<file path="config.mk">
export PLATFORM = sky130hd
export DESIGN_NAME = dlh_link_irq
export DESIGN_NICKNAME = d
export VERILOG_FILES = /design/src/dlh_pkg.sv /design/src/dlh_flag_if.sv /design/src/dlh_sticky_flag.sv /design/src/dlh_link_irq.sv
export VERILOG_INCLUDE_DIRS = /design/src
export SDC_FILE = /design/constraint.sdc
export NUM_CORES = 1
export LEC_CHECK = 0
export ABC_AREA = 1
export BUFFER_PORTS_ARGS = -buffer_cell sky130_fd_sc_hd__buf_2
export CAP_MARGIN = 0
export CORE_MARGIN = 1.5
export CORE_UTILIZATION = 31
export CTS_BUF_LIST = sky130_fd_sc_hd__clkbuf_4 sky130_fd_sc_hd__clkbuf_8
export CTS_CLUSTER_DIAMETER = 60
export DETAILED_ROUTE_END_ITERATION = 8
export GPL_TIMING_DRIVEN = 0
export PLACE_DENSITY = 0.7
export REMOVE_ABC_BUFFERS = 1
export SLEW_MARGIN = 20
export SYNTH_ARGS = -nofsm -noshare
export SYNTH_HDL_FRONTEND = slang
export SYNTH_HIERARCHICAL = 1
export SYNTH_SLANG_ARGS = --single-unit
export TNS_END_PERCENT = 1
</file>
<file path="constraint.sdc">
create_clock -name core_clk -period 1.1 [get_ports core_clk]
set_input_delay 0.11 -clock core_clk [delete_from_list [all_inputs] [get_ports core_clk]]
set_output_delay 0.11 -clock core_clk [all_outputs]
set_load 0.01 [all_outputs]
</file>
<file path="src/dlh_cfg.svh">
// Register map, field positions and reset values of the data-link interrupt status block.
`ifndef DLH_CFG_SVH
`define DLH_CFG_SVH
`define DLH_IDX_LINK2_IRQ_ENABLE   12'hB17
`define DLH_IDX_LAPD2_OVR_STATUS   12'hB18
`define DLH_IDX_LAPD2_OVR_ENABLE   12'hB19
`define DLH_IDX_LINK3_STATUS       12'hB26
`define DLH_IDX_LINK3_ENABLE       12'hB27
`define DLH_BIT_CHECKSUM           2
`define DLH_BIT_ABORT              1
`define DLH_BIT_IDLE               0
`define DLH_BIT_OVERSIZE           0
`define DLH_BIT_KIND               7
`define DLH_BIT_TX_BEGIN           6
`define DLH_BIT_RX_BEGIN           5
`define DLH_BIT_TX_DONE            4
`define DLH_LINK2_EN_MASK          8'h07
`define DLH_OVR_EN_MASK            8'h01
`define DLH_LINK3_EN_MASK          8'h70
`define DLH_RESET_BYTE             8'h00
`define DLH_RESP_OKAY              2'h0
`define DLH_RESP_SLVERR            2'h2
`define DLH_OVERSIZE_BYTES         276
`endif

</file>
<file path="src/dlh_pkg.sv">
// Types shared by the data-link interrupt status block.
`default_nettype none
package dlh_pkg;
	typedef logic [7:0]  dlh_byte_t;
	typedef logic [31:0] dlh_word_t;
	typedef logic [13:0] dlh_addr_t;
	typedef enum logic [1:0] {
		DLH_RD_IDLE = 2'h0,
		DLH_RD_RESP = 2'h1
	} dlh_rd_state_t;
endpackage : dlh_pkg
`default_nettype wire

</file>
<file path="src/dlh_flag_if.sv">
// Interface carrying one sticky flag's event, read strobe and state.
`timescale 1ns/10ps
`default_nettype none
interface dlh_flag_if;
	logic event_pulse;
	logic read_clear;
	logic flag;
	modport keeper (input event_pulse, input read_clear, output flag);
	modport user   (output event_pulse, output read_clear, input flag);
endinterface : dlh_flag_if
`default_nettype wire

</file>
<file path="src/dlh_sticky_flag.sv">
// One clear-on-read sticky event flag.
`timescale 1ns/10ps
`default_nettype none
module dlh_sticky_flag (
	// Clock and reset.
	input wire logic   core_clk,
	input wire logic   rst_n,
	// Flag connection.
	dlh_flag_if.keeper fl
);
	logic flag_reg;
	logic flag_next;

	assign flag_next = fl.event_pulse | (flag_reg & ~fl.read_clear);
	assign fl.flag   = flag_reg;

	always_ff @(posedge core_clk or negedge rst_n) begin
		if (!rst_n) begin
			flag_reg <= 1'b0;
		end else begin
			flag_reg <= flag_next;
		end
	end
endmodule : dlh_sticky_flag
`default_nettype wire

</file>
<file path="src/dlh_link_irq.sv">
// Data-link interrupt enables for link controllers 2 and 3, clear-on-read status for controller 3 and the controller 2 oversize flag.
// Behaviour
// - Checksum-error interrupt of receive controller 2 only while enable bit 2 set.
// - Abort-sequence (seven ones) interrupt of receive controller 2 only while bit 1 set.
// - Idle flag octet interrupt of receive controller 2 only while bit 0 set.
// - Oversize flag sets on message above 276 bytes, clears when read.
// - Oversize interrupt raised only while its enable bit is one.
// - Status bit 7 reads message kind, bit-oriented 0, message-oriented 1, read only.
// - Transmit-begin flag bit 6 sets when transmit controller 3 starts a message.
// - Controller 3 event flags report events since last read, cleared by reading.
// - Receive-begin flag bit 5 sets when receive controller 3 starts a message.
// - Transmit-done flag bit 4 sets when transmit controller 3 finishes a message.
//
// The AXI4-Lite interface to the registers is this design's own decision.
`timescale 1ns/10ps
`default_nettype none
`include "dlh_cfg.svh"
module dlh_link_irq #(
	// Register bus address width in bits.
	parameter int unsigned ADDR_W = 14
) (
	// Clock and reset.
	input  wire logic             core_clk,
	input  wire logic             rst_n,
	// AXI4-Lite write channels.
	input  wire logic [ADDR_W-1:0] s_axi_awaddr,
	input  wire logic             s_axi_awvalid,
	output logic                  s_axi_awready,
	input  wire logic [31:0]      s_axi_wdata,
	input  wire logic [3:0]       s_axi_wstrb,
	input  wire logic             s_axi_wvalid,
	output logic                  s_axi_wready,
	output logic [1:0]            s_axi_bresp,
	output logic                  s_axi_bvalid,
	input  wire logic             s_axi_bready,
	// AXI4-Lite read channels.
	input  wire logic [ADDR_W-1:0] s_axi_araddr,
	input  wire logic             s_axi_arvalid,
	output logic                  s_axi_arready,
	output dlh_pkg::dlh_word_t    s_axi_rdata,
	output logic [1:0]            s_axi_rresp,
	output logic                  s_axi_rvalid,
	input  wire logic             s_axi_rready,
	// Controller 2 receive event pulses.
	input  wire logic             rx2_checksum_error,
	input  wire logic             rx2_abort_seq,
	input  wire logic             rx2_idle_flag,
	input  wire logic             lapd2_oversize_event,
	// Controller 3 events and message kind.
	input  wire logic             tx3_begin,
	input  wire logic             rx3_begin,
	input  wire logic             tx3_done,
	input  wire logic             rx3_message_kind,
	// Interrupt request.
	output logic                  irq
);
	import dlh_pkg::*;

	// ********************
	// Elaboration checks
	// ********************
	// The register decode slices a fixed fourteen-bit byte address.
	if (ADDR_W != 14) begin : g_bad_addr_w
		$error("Address width must be fourteen bits.");
	end

	// ********************
	// Register state
	// ********************
	dlh_byte_t     link2_irq_enable_reg;
	dlh_byte_t     lapd2_oversize_enable_reg;
	dlh_byte_t     link3_irq_enable_reg;
	logic          message_kind_reg;
	dlh_byte_t     rd_byte_reg;
	logic          rd_hit_reg;
	logic          aw_held_reg;
	logic          w_held_reg;
	dlh_addr_t     aw_addr_reg;
	dlh_byte_t     w_byte_reg;
	logic          w_lane0_reg;
	logic          bvalid_reg;
	logic          bhit_reg;
	dlh_rd_state_t rd_state_reg;

	// ********************
	// Sticky flags
	// ********************
	dlh_flag_if fl_checksum ();
	dlh_flag_if fl_abort ();
	dlh_flag_if fl_idle ();
	dlh_flag_if fl_oversize ();
	dlh_flag_if fl_tx_begin ();
	dlh_flag_if fl_rx_begin ();
	dlh_flag_if fl_tx_done ();

	dlh_sticky_flag u_checksum (.core_clk(core_clk), .rst_n(rst_n), .fl(fl_checksum));
	dlh_sticky_flag u_abort    (.core_clk(core_clk), .rst_n(rst_n), .fl(fl_abort));
	dlh_sticky_flag u_idle     (.core_clk(core_clk), .rst_n(rst_n), .fl(fl_idle));
	dlh_sticky_flag u_oversize (.core_clk(core_clk), .rst_n(rst_n), .fl(fl_oversize));
	dlh_sticky_flag u_tx_begin (.core_clk(core_clk), .rst_n(rst_n), .fl(fl_tx_begin));
	dlh_sticky_flag u_rx_begin (.core_clk(core_clk), .rst_n(rst_n), .fl(fl_rx_begin));
	dlh_sticky_flag u_tx_done  (.core_clk(core_clk), .rst_n(rst_n), .fl(fl_tx_done));

	// ********************
	// Read decode
	// ********************
	logic      ar_take;
	logic [11:0] ar_idx;
	logic      rd_sel_link2_en;
	logic      rd_sel_ovr_status;
	logic      rd_sel_ovr_en;
	logic      rd_sel_link3_status;
	logic      rd_sel_link3_en;
	logic      rd_hit;
	dlh_byte_t link3_status_byte;
	dlh_byte_t ovr_status_byte;
	dlh_byte_t rd_byte;
	logic      clr_link2;
	logic      clr_ovr;
	logic      clr_link3;

	assign ar_take             = s_axi_arvalid & (rd_state_reg == DLH_RD_IDLE);
	assign ar_idx              = s_axi_araddr[13:2];
	assign rd_sel_link2_en     = (ar_idx == `DLH_IDX_LINK2_IRQ_ENABLE);
	assign rd_sel_ovr_status   = (ar_idx == `DLH_IDX_LAPD2_OVR_STATUS);
	assign rd_sel_ovr_en       = (ar_idx == `DLH_IDX_LAPD2_OVR_ENABLE);
	assign rd_sel_link3_status = (ar_idx == `DLH_IDX_LINK3_STATUS);
	assign rd_sel_link3_en     = (ar_idx == `DLH_IDX_LINK3_ENABLE);
	assign rd_hit = rd_sel_link2_en | rd_sel_ovr_status | rd_sel_ovr_en | rd_sel_link3_status | rd_sel_link3_en;

	assign link3_status_byte = {message_kind_reg, fl_tx_begin.flag, fl_rx_begin.flag, fl_tx_done.flag, 4'h0};
	assign ovr_status_byte   = {7'h00, fl_oversize.flag};

	assign rd_byte = rd_sel_link2_en     ? link2_irq_enable_reg :
	                 rd_sel_ovr_status   ? ovr_status_byte :
	                 rd_sel_ovr_en       ? lapd2_oversize_enable_reg :
	                 rd_sel_link3_status ? link3_status_byte :
	                 rd_sel_link3_en     ? link3_irq_enable_reg : `DLH_RESET_BYTE;

	assign clr_ovr   = ar_take & rd_sel_ovr_status;
	assign clr_link3 = ar_take & rd_sel_link3_status;
	assign clr_link2 = 1'b0;

	assign fl_checksum.event_pulse = rx2_checksum_error;
	assign fl_checksum.read_clear  = clr_link2;
	assign fl_abort.event_pulse    = rx2_abort_seq;
	assign fl_abort.read_clear     = clr_link2;
	assign fl_idle.event_pulse     = rx2_idle_flag;
	assign fl_idle.read_clear      = clr_link2;
	assign fl_oversize.event_pulse = lapd2_oversize_event;
	assign fl_oversize.read_clear  = clr_ovr;
	assign fl_tx_begin.event_pulse = tx3_begin;
	assign fl_tx_begin.read_clear  = clr_link3;
	assign fl_rx_begin.event_pulse = rx3_begin;
	assign fl_rx_begin.read_clear  = clr_link3;
	assign fl_tx_done.event_pulse  = tx3_done;
	assign fl_tx_done.read_clear   = clr_link3;

	// ********************
	// Read channel
	// ********************
	assign s_axi_arready = (rd_state_reg == DLH_RD_IDLE);
	assign s_axi_rvalid  = (rd_state_reg == DLH_RD_RESP);
	assign s_axi_rdata   = {24'h000000, rd_byte_reg};
	assign s_axi_rresp   = rd_hit_reg ? `DLH_RESP_OKAY : `DLH_RESP_SLVERR;

	always_ff @(posedge core_clk or negedge rst_n) begin
		if (!rst_n) begin
			rd_state_reg <= DLH_RD_IDLE;
			rd_byte_reg  <= `DLH_RESET_BYTE;
			rd_hit_reg   <= 1'b0;
		end else begin
			case (rd_state_reg)
				DLH_RD_IDLE: begin
					if (ar_take) begin
						rd_state_reg <= DLH_RD_RESP;
						rd_byte_reg  <= rd_byte;
						rd_hit_reg   <= rd_hit;
					end
				end
				DLH_RD_RESP: begin
					if (s_axi_rready) begin
						rd_state_reg <= DLH_RD_IDLE;
					end
				end
				default: begin
					rd_state_reg <= DLH_RD_IDLE;
				end
			endcase
		end
	end

	always_ff @(posedge core_clk or negedge rst_n) begin
		if (!rst_n) begin
			message_kind_reg <= 1'b0;
		end else begin
			message_kind_reg <= rx3_message_kind;
		end
	end

	// ********************
	// Write channel
	// ********************
	logic        aw_take;
	logic        w_take;
	logic        wr_fire;
	logic [11:0] aw_idx;
	logic        wr_link2_en;
	logic        wr_ovr_en;
	logic        wr_link3_en;
	logic        wr_hit;

	assign s_axi_awready = ~aw_held_reg & ~bvalid_reg;
	assign s_axi_wready  = ~w_held_reg & ~bvalid_reg;
	assign aw_take       = s_axi_awvalid & s_axi_awready;
	assign w_take        = s_axi_wvalid & s_axi_wready;
	assign wr_fire       = aw_held_reg & w_held_reg;
	assign aw_idx        = aw_addr_reg[13:2];
	assign wr_link2_en   = wr_fire & w_lane0_reg & (aw_idx == `DLH_IDX_LINK2_IRQ_ENABLE);
	assign wr_ovr_en     = wr_fire & w_lane0_reg & (aw_idx == `DLH_IDX_LAPD2_OVR_ENABLE);
	assign wr_link3_en   = wr_fire & w_lane0_reg & (aw_idx == `DLH_IDX_LINK3_ENABLE);
	assign wr_hit        = (aw_idx == `DLH_IDX_LINK2_IRQ_ENABLE) | (aw_idx == `DLH_IDX_LAPD2_OVR_ENABLE) |
	                       (aw_idx == `DLH_IDX_LINK3_ENABLE) | (aw_idx == `DLH_IDX_LAPD2_OVR_STATUS) |
	                       (aw_idx == `DLH_IDX_LINK3_STATUS);
	assign s_axi_bvalid  = bvalid_reg;
	assign s_axi_bresp   = bhit_reg ? `DLH_RESP_OKAY : `DLH_RESP_SLVERR;

	always_ff @(posedge core_clk or negedge rst_n) begin
		if (!rst_n) begin
			aw_held_reg <= 1'b0;
			aw_addr_reg <= 14'h0000;
		end else if (aw_take) begin
			aw_held_reg <= 1'b1;
			aw_addr_reg <= s_axi_awaddr;
		end else if (wr_fire) begin
			aw_held_reg <= 1'b0;
		end
	end

	always_ff @(posedge core_clk or negedge rst_n) begin
		if (!rst_n) begin
			w_held_reg  <= 1'b0;
			w_byte_reg  <= `DLH_RESET_BYTE;
			w_lane0_reg <= 1'b0;
		end else if (w_take) begin
			w_held_reg  <= 1'b1;
			w_byte_reg  <= s_axi_wdata[7:0];
			w_lane0_reg <= s_axi_wstrb[0];
		end else if (wr_fire) begin
			w_held_reg <= 1'b0;
		end
	end

	always_ff @(posedge core_clk or negedge rst_n) begin
		if (!rst_n) begin
			bvalid_reg <= 1'b0;
			bhit_reg   <= 1'b0;
		end else if (wr_fire) begin
			bvalid_reg <= 1'b1;
			bhit_reg   <= wr_hit;
		end else if (s_axi_bready) begin
			bvalid_reg <= 1'b0;
		end
	end

	always_ff @(posedge core_clk or negedge rst_n) begin
		if (!rst_n) begin
			link2_irq_enable_reg      <= `DLH_RESET_BYTE;
			lapd2_oversize_enable_reg <= `DLH_RESET_BYTE;
			link3_irq_enable_reg      <= `DLH_RESET_BYTE;
		end else begin
			if (wr_link2_en) begin
				link2_irq_enable_reg <= w_byte_reg & `DLH_LINK2_EN_MASK;
			end
			if (wr_ovr_en) begin
				lapd2_oversize_enable_reg <= w_byte_reg & `DLH_OVR_EN_MASK;
			end
			if (wr_link3_en) begin
				link3_irq_enable_reg <= w_byte_reg & `DLH_LINK3_EN_MASK;
			end
		end
	end

	// ********************
	// Interrupt request
	// ********************
	logic checksum_irq;
	logic abort_seq_irq;
	logic idle_flag_irq;
	logic lapd2_oversize_irq;
	logic link3_irq;

	assign checksum_irq       = fl_checksum.flag & link2_irq_enable_reg[`DLH_BIT_CHECKSUM];
	assign abort_seq_irq      = fl_abort.flag & link2_irq_enable_reg[`DLH_BIT_ABORT];
	assign idle_flag_irq      = fl_idle.flag & link2_irq_enable_reg[`DLH_BIT_IDLE];
	assign lapd2_oversize_irq = fl_oversize.flag & lapd2_oversize_enable_reg[`DLH_BIT_OVERSIZE];
	assign link3_irq = |(link3_status_byte & link3_irq_enable_reg);

	assign irq = checksum_irq | abort_seq_irq | idle_flag_irq | lapd2_oversize_irq | link3_irq;
endmodule : dlh_link_irq
`default_nettype wire

</file>
* After elaboration in Yosys (flattened, before gate mapping)
Index checks and enable logic that the tools add are counted.
Widths: inputs -> output; s select.
** Storage, ports and cells
- Flip-flop bits (word level) :: 52
- Word-level logic and storage cells :: 101
- Output and inout bits :: 42
- Input port bits :: 79
** Operators by class
- Bitwise operators :: 45
- Reduce and logical (&&, ||, !) cells :: 7
- Mux-type cells :: 15
- Eq/ne operators :: 13
** Operators by type and width (number)
- $eq 12x12->1 const B :: 10
- $mux 8 :: 4
- $and 1x1->1 :: 20
- $or 1x1->1 :: 19
- $and 8x7->8 :: 1
- $mux 2 :: 4
- $reduce_or 8->1 :: 1
- $mux 7 :: 1
- $reduce_bool 2->1 :: 3
- $mux 1 :: 5
- $not 1->1 :: 5
- $ne 2x1->1 const B :: 2
- $pmux 2 s2 :: 1
- $reduce_and 2->1 :: 2
- $eq 2x1->1 const B :: 1
- $logic_not 2->1 :: 1

* Longest topological paths before layout
- Depth after elaboration :: 6
- Gate-level depth with buffers :: 9
- Mapped depth without buffers :: 8

* Modules after synthesis
The synthesis kept the hierarchy.
** By module, submodules not included
- dlh_link_irq :: seq. area each 1001.0 µm², area an instance 2218.4 µm², instances 1, cells an instance 272
- dlh_sticky_flag :: seq. area each 25.0 µm², area an instance 40.0 µm², instances 7, cells an instance 5

* Worst setup path before layout
No wires, ideal clock.
- Kind :: register to register
- Start point :: register bvalid_reg (netlist: s_axi_bvalid)
- End point :: register aw_addr_reg[10]
- Required time :: 0.975 ns
- Cell stages (with the launch flop) :: 5
- Buffers on the path :: 1
- Library setup time :: 0.125 ns
- Clock period less this slack :: 1.233 ns
- Slack :: -0.133 ns
- Arrival :: 1.108 ns
- Path through :: dfrtp_1 -> nor2_4 -> nand2_2 -> buf_6 -> mux2_4
** Between the ends
- Cells in the longest elaborated chain, start to end :: 3
** RTL lines
- start, declared :: RTL line dlh_link_irq.sv:81 : logic bvalid_reg;
- start signal, assigned :: RTL line dlh_link_irq.sv:256 : bvalid_reg <= 1'b0;
- start signal, assigned :: RTL line dlh_link_irq.sv:259 : bvalid_reg <= 1'b1;
- start signal, assigned :: RTL line dlh_link_irq.sv:262 : bvalid_reg <= 1'b0;
- $not 1->1 :: RTL line dlh_link_irq.sv:213 : assign s_axi_awready = ~aw_held_reg & ~bvalid_reg;
- $and 1x1->1 :: RTL line dlh_link_irq.sv:213
- named net s_axi_awready :: RTL line dlh_link_irq.sv:28 : output logic s_axi_awready,
- $and 1x1->1 :: RTL line dlh_link_irq.sv:215 : assign aw_take = s_axi_awvalid & s_axi_awready;
- end signal, assigned :: RTL line dlh_link_irq.sv:234 : aw_addr_reg <= s_axi_awaddr;
- end, declared :: RTL line dlh_link_irq.sv:78 : dlh_addr_t aw_addr_reg;
The timed path passes the listed nets, and every way through them passes these cells.
A chain may end at the register's enable or synchronous reset.

* Final worst setup path
- Start point :: register u_abort.flag_reg (netlist: u_abort/fl.flag)
- End point :: output port irq
** Between the ends
- Cells in the longest elaborated chain, start to end :: 5
** RTL lines
- start, declared :: RTL line dlh_sticky_flag.sv:11 : logic flag_reg;
- start signal, assigned :: RTL line dlh_sticky_flag.sv:21 : flag_reg <= flag_next;
- $and 1x1->1 :: RTL line dlh_link_irq.sv:294 : assign abort_seq_irq = fl_abort.flag & link2_irq_enable_reg[`DLH_BIT_ABORT];
- $or 1x1->1 (4 in a row) :: RTL line dlh_link_irq.sv:299 : assign irq = checksum_irq | abort_seq_irq | idle_flag_irq | lapd2_oversize_irq | link3_irq;
- end, declared :: RTL line dlh_link_irq.sv:55 : output logic irq
Every way passes these cells.

==> results.py <==
metrics = {
    "floorplanning": {
        "rows": 32,
        "chipHeight_um": 92.8,
        "design.die.area_mm2": 0.00861,
        "start_util": 0.322,
        "chipWidth_um": 92.8,
        "core_mm2": 0.00777,
        "ios": 121,
    },
    "timing": {
        "fmax_ghz": 0.722,
        "finalMaxSlewViolations": 0,
        "fin_crit_ns": 1.38,
        "relSlewSlack": 0.603,
        "holdWs_ns": 0.00858,
        "hold_viol": 0,
        "timing.final.ws_setup_ns": -0.285,
        "timing.final.crit_share": 1.26,
        "setup_violations": 15,
        "rsz0062_at_grt": "yes",
        "worst-slew-pin-transition_ns": 0.595,
        "fin_skew_ns": 0.00305,
    },
    "global_routing": {
        "grt.total_usage": 0.116,
        "overflow": 0,
        "grt_max_degree": 48,
        "grt_pass1_vias": 1858,
        "grt_pass1_wl_um": 7980,
        "antenna_found_initial": 0,
    },
    "yosys": {
        "synth_ff_type": "dfrtp_1",
        "yosys-top-cells-area": "dfrtp_1, nand2_1, buf_4",
        "synthAdderAreaFrac": 0,
        "synth_area_mm2": 0.00250,
        "synth_common_cells": "nand2_1, inv_1, dfrtp_1, nor2_1, buf_4",
        "synth_edf_count": 0,
        "synthXorXnorAreaFrac": 0,
        "synth_warnings": 6,
        "synthCells": 307,
        "synthSimpleGateAreaFrac": 0.247,
        "synth.area.mux_share": 0.0270,
        "syn_area_per_cell_um2": 8.14,
        "yosysMostFrequentCell": "nand2_1",
        "yosysSeqAreaShare": 0.471,
        "netlist.area_leader.share": 0.471,
        "ys_ff_latch": 47,
        "synth_compound_area_frac": 0.0791,
        "synth_top_family_by_area": "simple AND/OR/NAND/NOR gates",
        "synth_top_area_cell": "dfrtp_1",
        "synth.distinct_cells": 26,
        "async_flop_share": 1.00,
    },
    "layout": {
        "nFillCells": 823,
        "n_antenna_cell": 0,
        "drive_gt1_frac": 0.304,
        "finalNetCount": 460,
        "area_growth_pct": 23.5,
        "stdcell_area_mm2": 0.00309,
        "largest_reg_flops": 12,
        "utilization": 0.397,
        "fin_cells": 484,
    },
    "critical_path": {
        "path_class": "register to output port",
        "path_max_fanout": 2,
        "crit_arrival_ns": 1.27,
        "crit_required_ns": 0.99,
        "cp-start-kind": "register",
        "critPathCaptureType": "output port",
    },
    "placement": {
        "place_inst": 466,
        "io_buffers": 60,
        "place_area_mm2": 0.00280,
        "gp_congestion": 0.856,
        "pre_cts_ws_ns": -0.267,
        "dp_hpwl_um": 3600,
    },
    "route": {
        "wl_per_cell_um": 9.82,
        "wl_um": 4750,
        "dr_total_vias": 2036,
        "drcViolationCount": 0,
        "antenna_left": 0,
        "avgViaCountPerCell": 4.21,
        "dr.pass1.iters": 4,
        "drt_iter0_drc": 76,
    },
    "clocking": {
        "clock_sinks": 47,
        "cts_buffers": 5,
        "clock_latency_ns": 0.30,
        "cts_max_level": 2,
        "root_buffer": "clkbuf_8",
        "clock_path_buffers": 2,
        "cts_tree": "done",
        "clkTransAtPathRegs_ns": 0.08,
    },
    "status": {
        "violations": "negative setup slack",
        "outcome": "finished with violations",
    },
    "power": {
        "p_per_area_mw_per_mm2": 1710,
        "peakVddDrop_mv": 0.875,
        "p_leak_uw": 0.00167,
    },
    "flow_run": {
        "maxCapViolCount": 0,
    },
    "worst_hold_path": {
        "hold_path_class": "input port to register",
    },
}
where the power goes:
group          internal [µW]  total, µW  switching (µW)
sequential              2170       2460             294
clock                    599       1150             553
combinational            653       1680            1020
repair_timing:
item                       in CTS  in global routing
resized for setup              19                 12
hold buffers                    6                  1
pin swaps                       4                  4
setup endpoints to repair      41                 33
hold endpoints to repair        6                 47
setup buffers                   2                  1
layer usage:
| metal | wire length (µm) | up-vias | part of all wire | global-route usage |
|---|---|---|---|---|
| met4 | 40 | 0 | 0.0084 | 0.0227 |
| met5 | 0 | - | 0 | 0 |
| met2 | 2190 | 80 | 0.46 | 0.201 |
| li1 | - | 1036 | - | - |
| met1 | 2180 | 914 | 0.46 | 0.141 |
| met3 | 332 | 6 | 0.070 | 0.0369 |
layout by cell type, fill, tap and decap left out:
master / netlist / routed
mux2_4: 3 / 3
inv_4: 0 / 1
nor2_4: 4 / 7
dfrtp_2: 0 / 2
clkbuf_8: 0 / 7
nor2_2: 5 / 8
o21ai_1: 10 / 10
clkinv_4: 0 / 1
inv_1: 50 / 45
a221oi_2: 0 / 1
inv_2: 2 / 6
nand4_4: 2 / 2
clkbuf_4: 0 / 1
conb_1: 1 / 30
buf_2: 3 / 59
o21ai_2: 0 / 2
nand4_1: 4 / 4
mux2_2: 2 / 2
nand2_2: 6 / 5
dlygate4sd3_1: 0 / 7
nand3_1: 12 / 12
buf_4: 28 / 4
nand3_2: 1 / 1
nand2_8: 0 / 1
o31ai_1: 1 / 1
nor3_1: 1 / 1
nand2_4: 0 / 3
nand2_1: 64 / 61
nor2_1: 32 / 26
dfrtp_1: 47 / 45
o22ai_1: 1 / 1
o21ai_0: 8 / 6
a21oi_1: 17 / 17
area by class of cell:
cell class / instances / area [µm²] / area share
sequential: 47 / 1180 / 0.382
multi-input combinational: 204 / 1070 / 0.348
timing repair buffer: 70 / 395 / 0.128
inverter: 53 / 206 / 0.0669
tap: 102 / 128 / 0.0413
clock buffer: 8 / 104 / 0.0336
metrics by stage:
step	total power, µW	setup TNS (ns)
global placement	3930	-3.21
floorplan	3540	-1.66
detailed placement	4000	-4.30
finish	5290	-0.991
CTS	5300	-1.15
global route	5660	-2.47
path summary, 6_finish.rpt:
path / from / to / slack, ns / depth (start not counted)
min in group asynchronous: rst_n / u_oversize/fl.flag / 0.37 / 2
worst max register to register: aw_held_reg / aw_addr_reg[11] / -0.11 / 3
worst min-delay path: s_axi_rready / rd_state_reg[0] / 0.009 / 2
worst max-delay path: u_abort/fl.flag / irq / -0.28 / 5
worst min register to register: rd_byte_reg[0] / rd_byte_reg[0] / 0.47 / 2
max in group asynchronous: rst_n / w_held_reg / 0.30 / 2
worst max-delay path, cell delays in order (launching register included):
cell      delay [ns]
dfrtp_1         0.39
nand2_1         0.08
o21ai_2         0.06
a221oi_2        0.19
nand2_1         0.11
buf_2           0.15
cell families after synthesis:
group,Yosys count
simple gates,131
buf+inv,85
flops,47
compound gates,38
mux,5
other cells,1
Note: power is estimated with default switching activity, not from simulation.
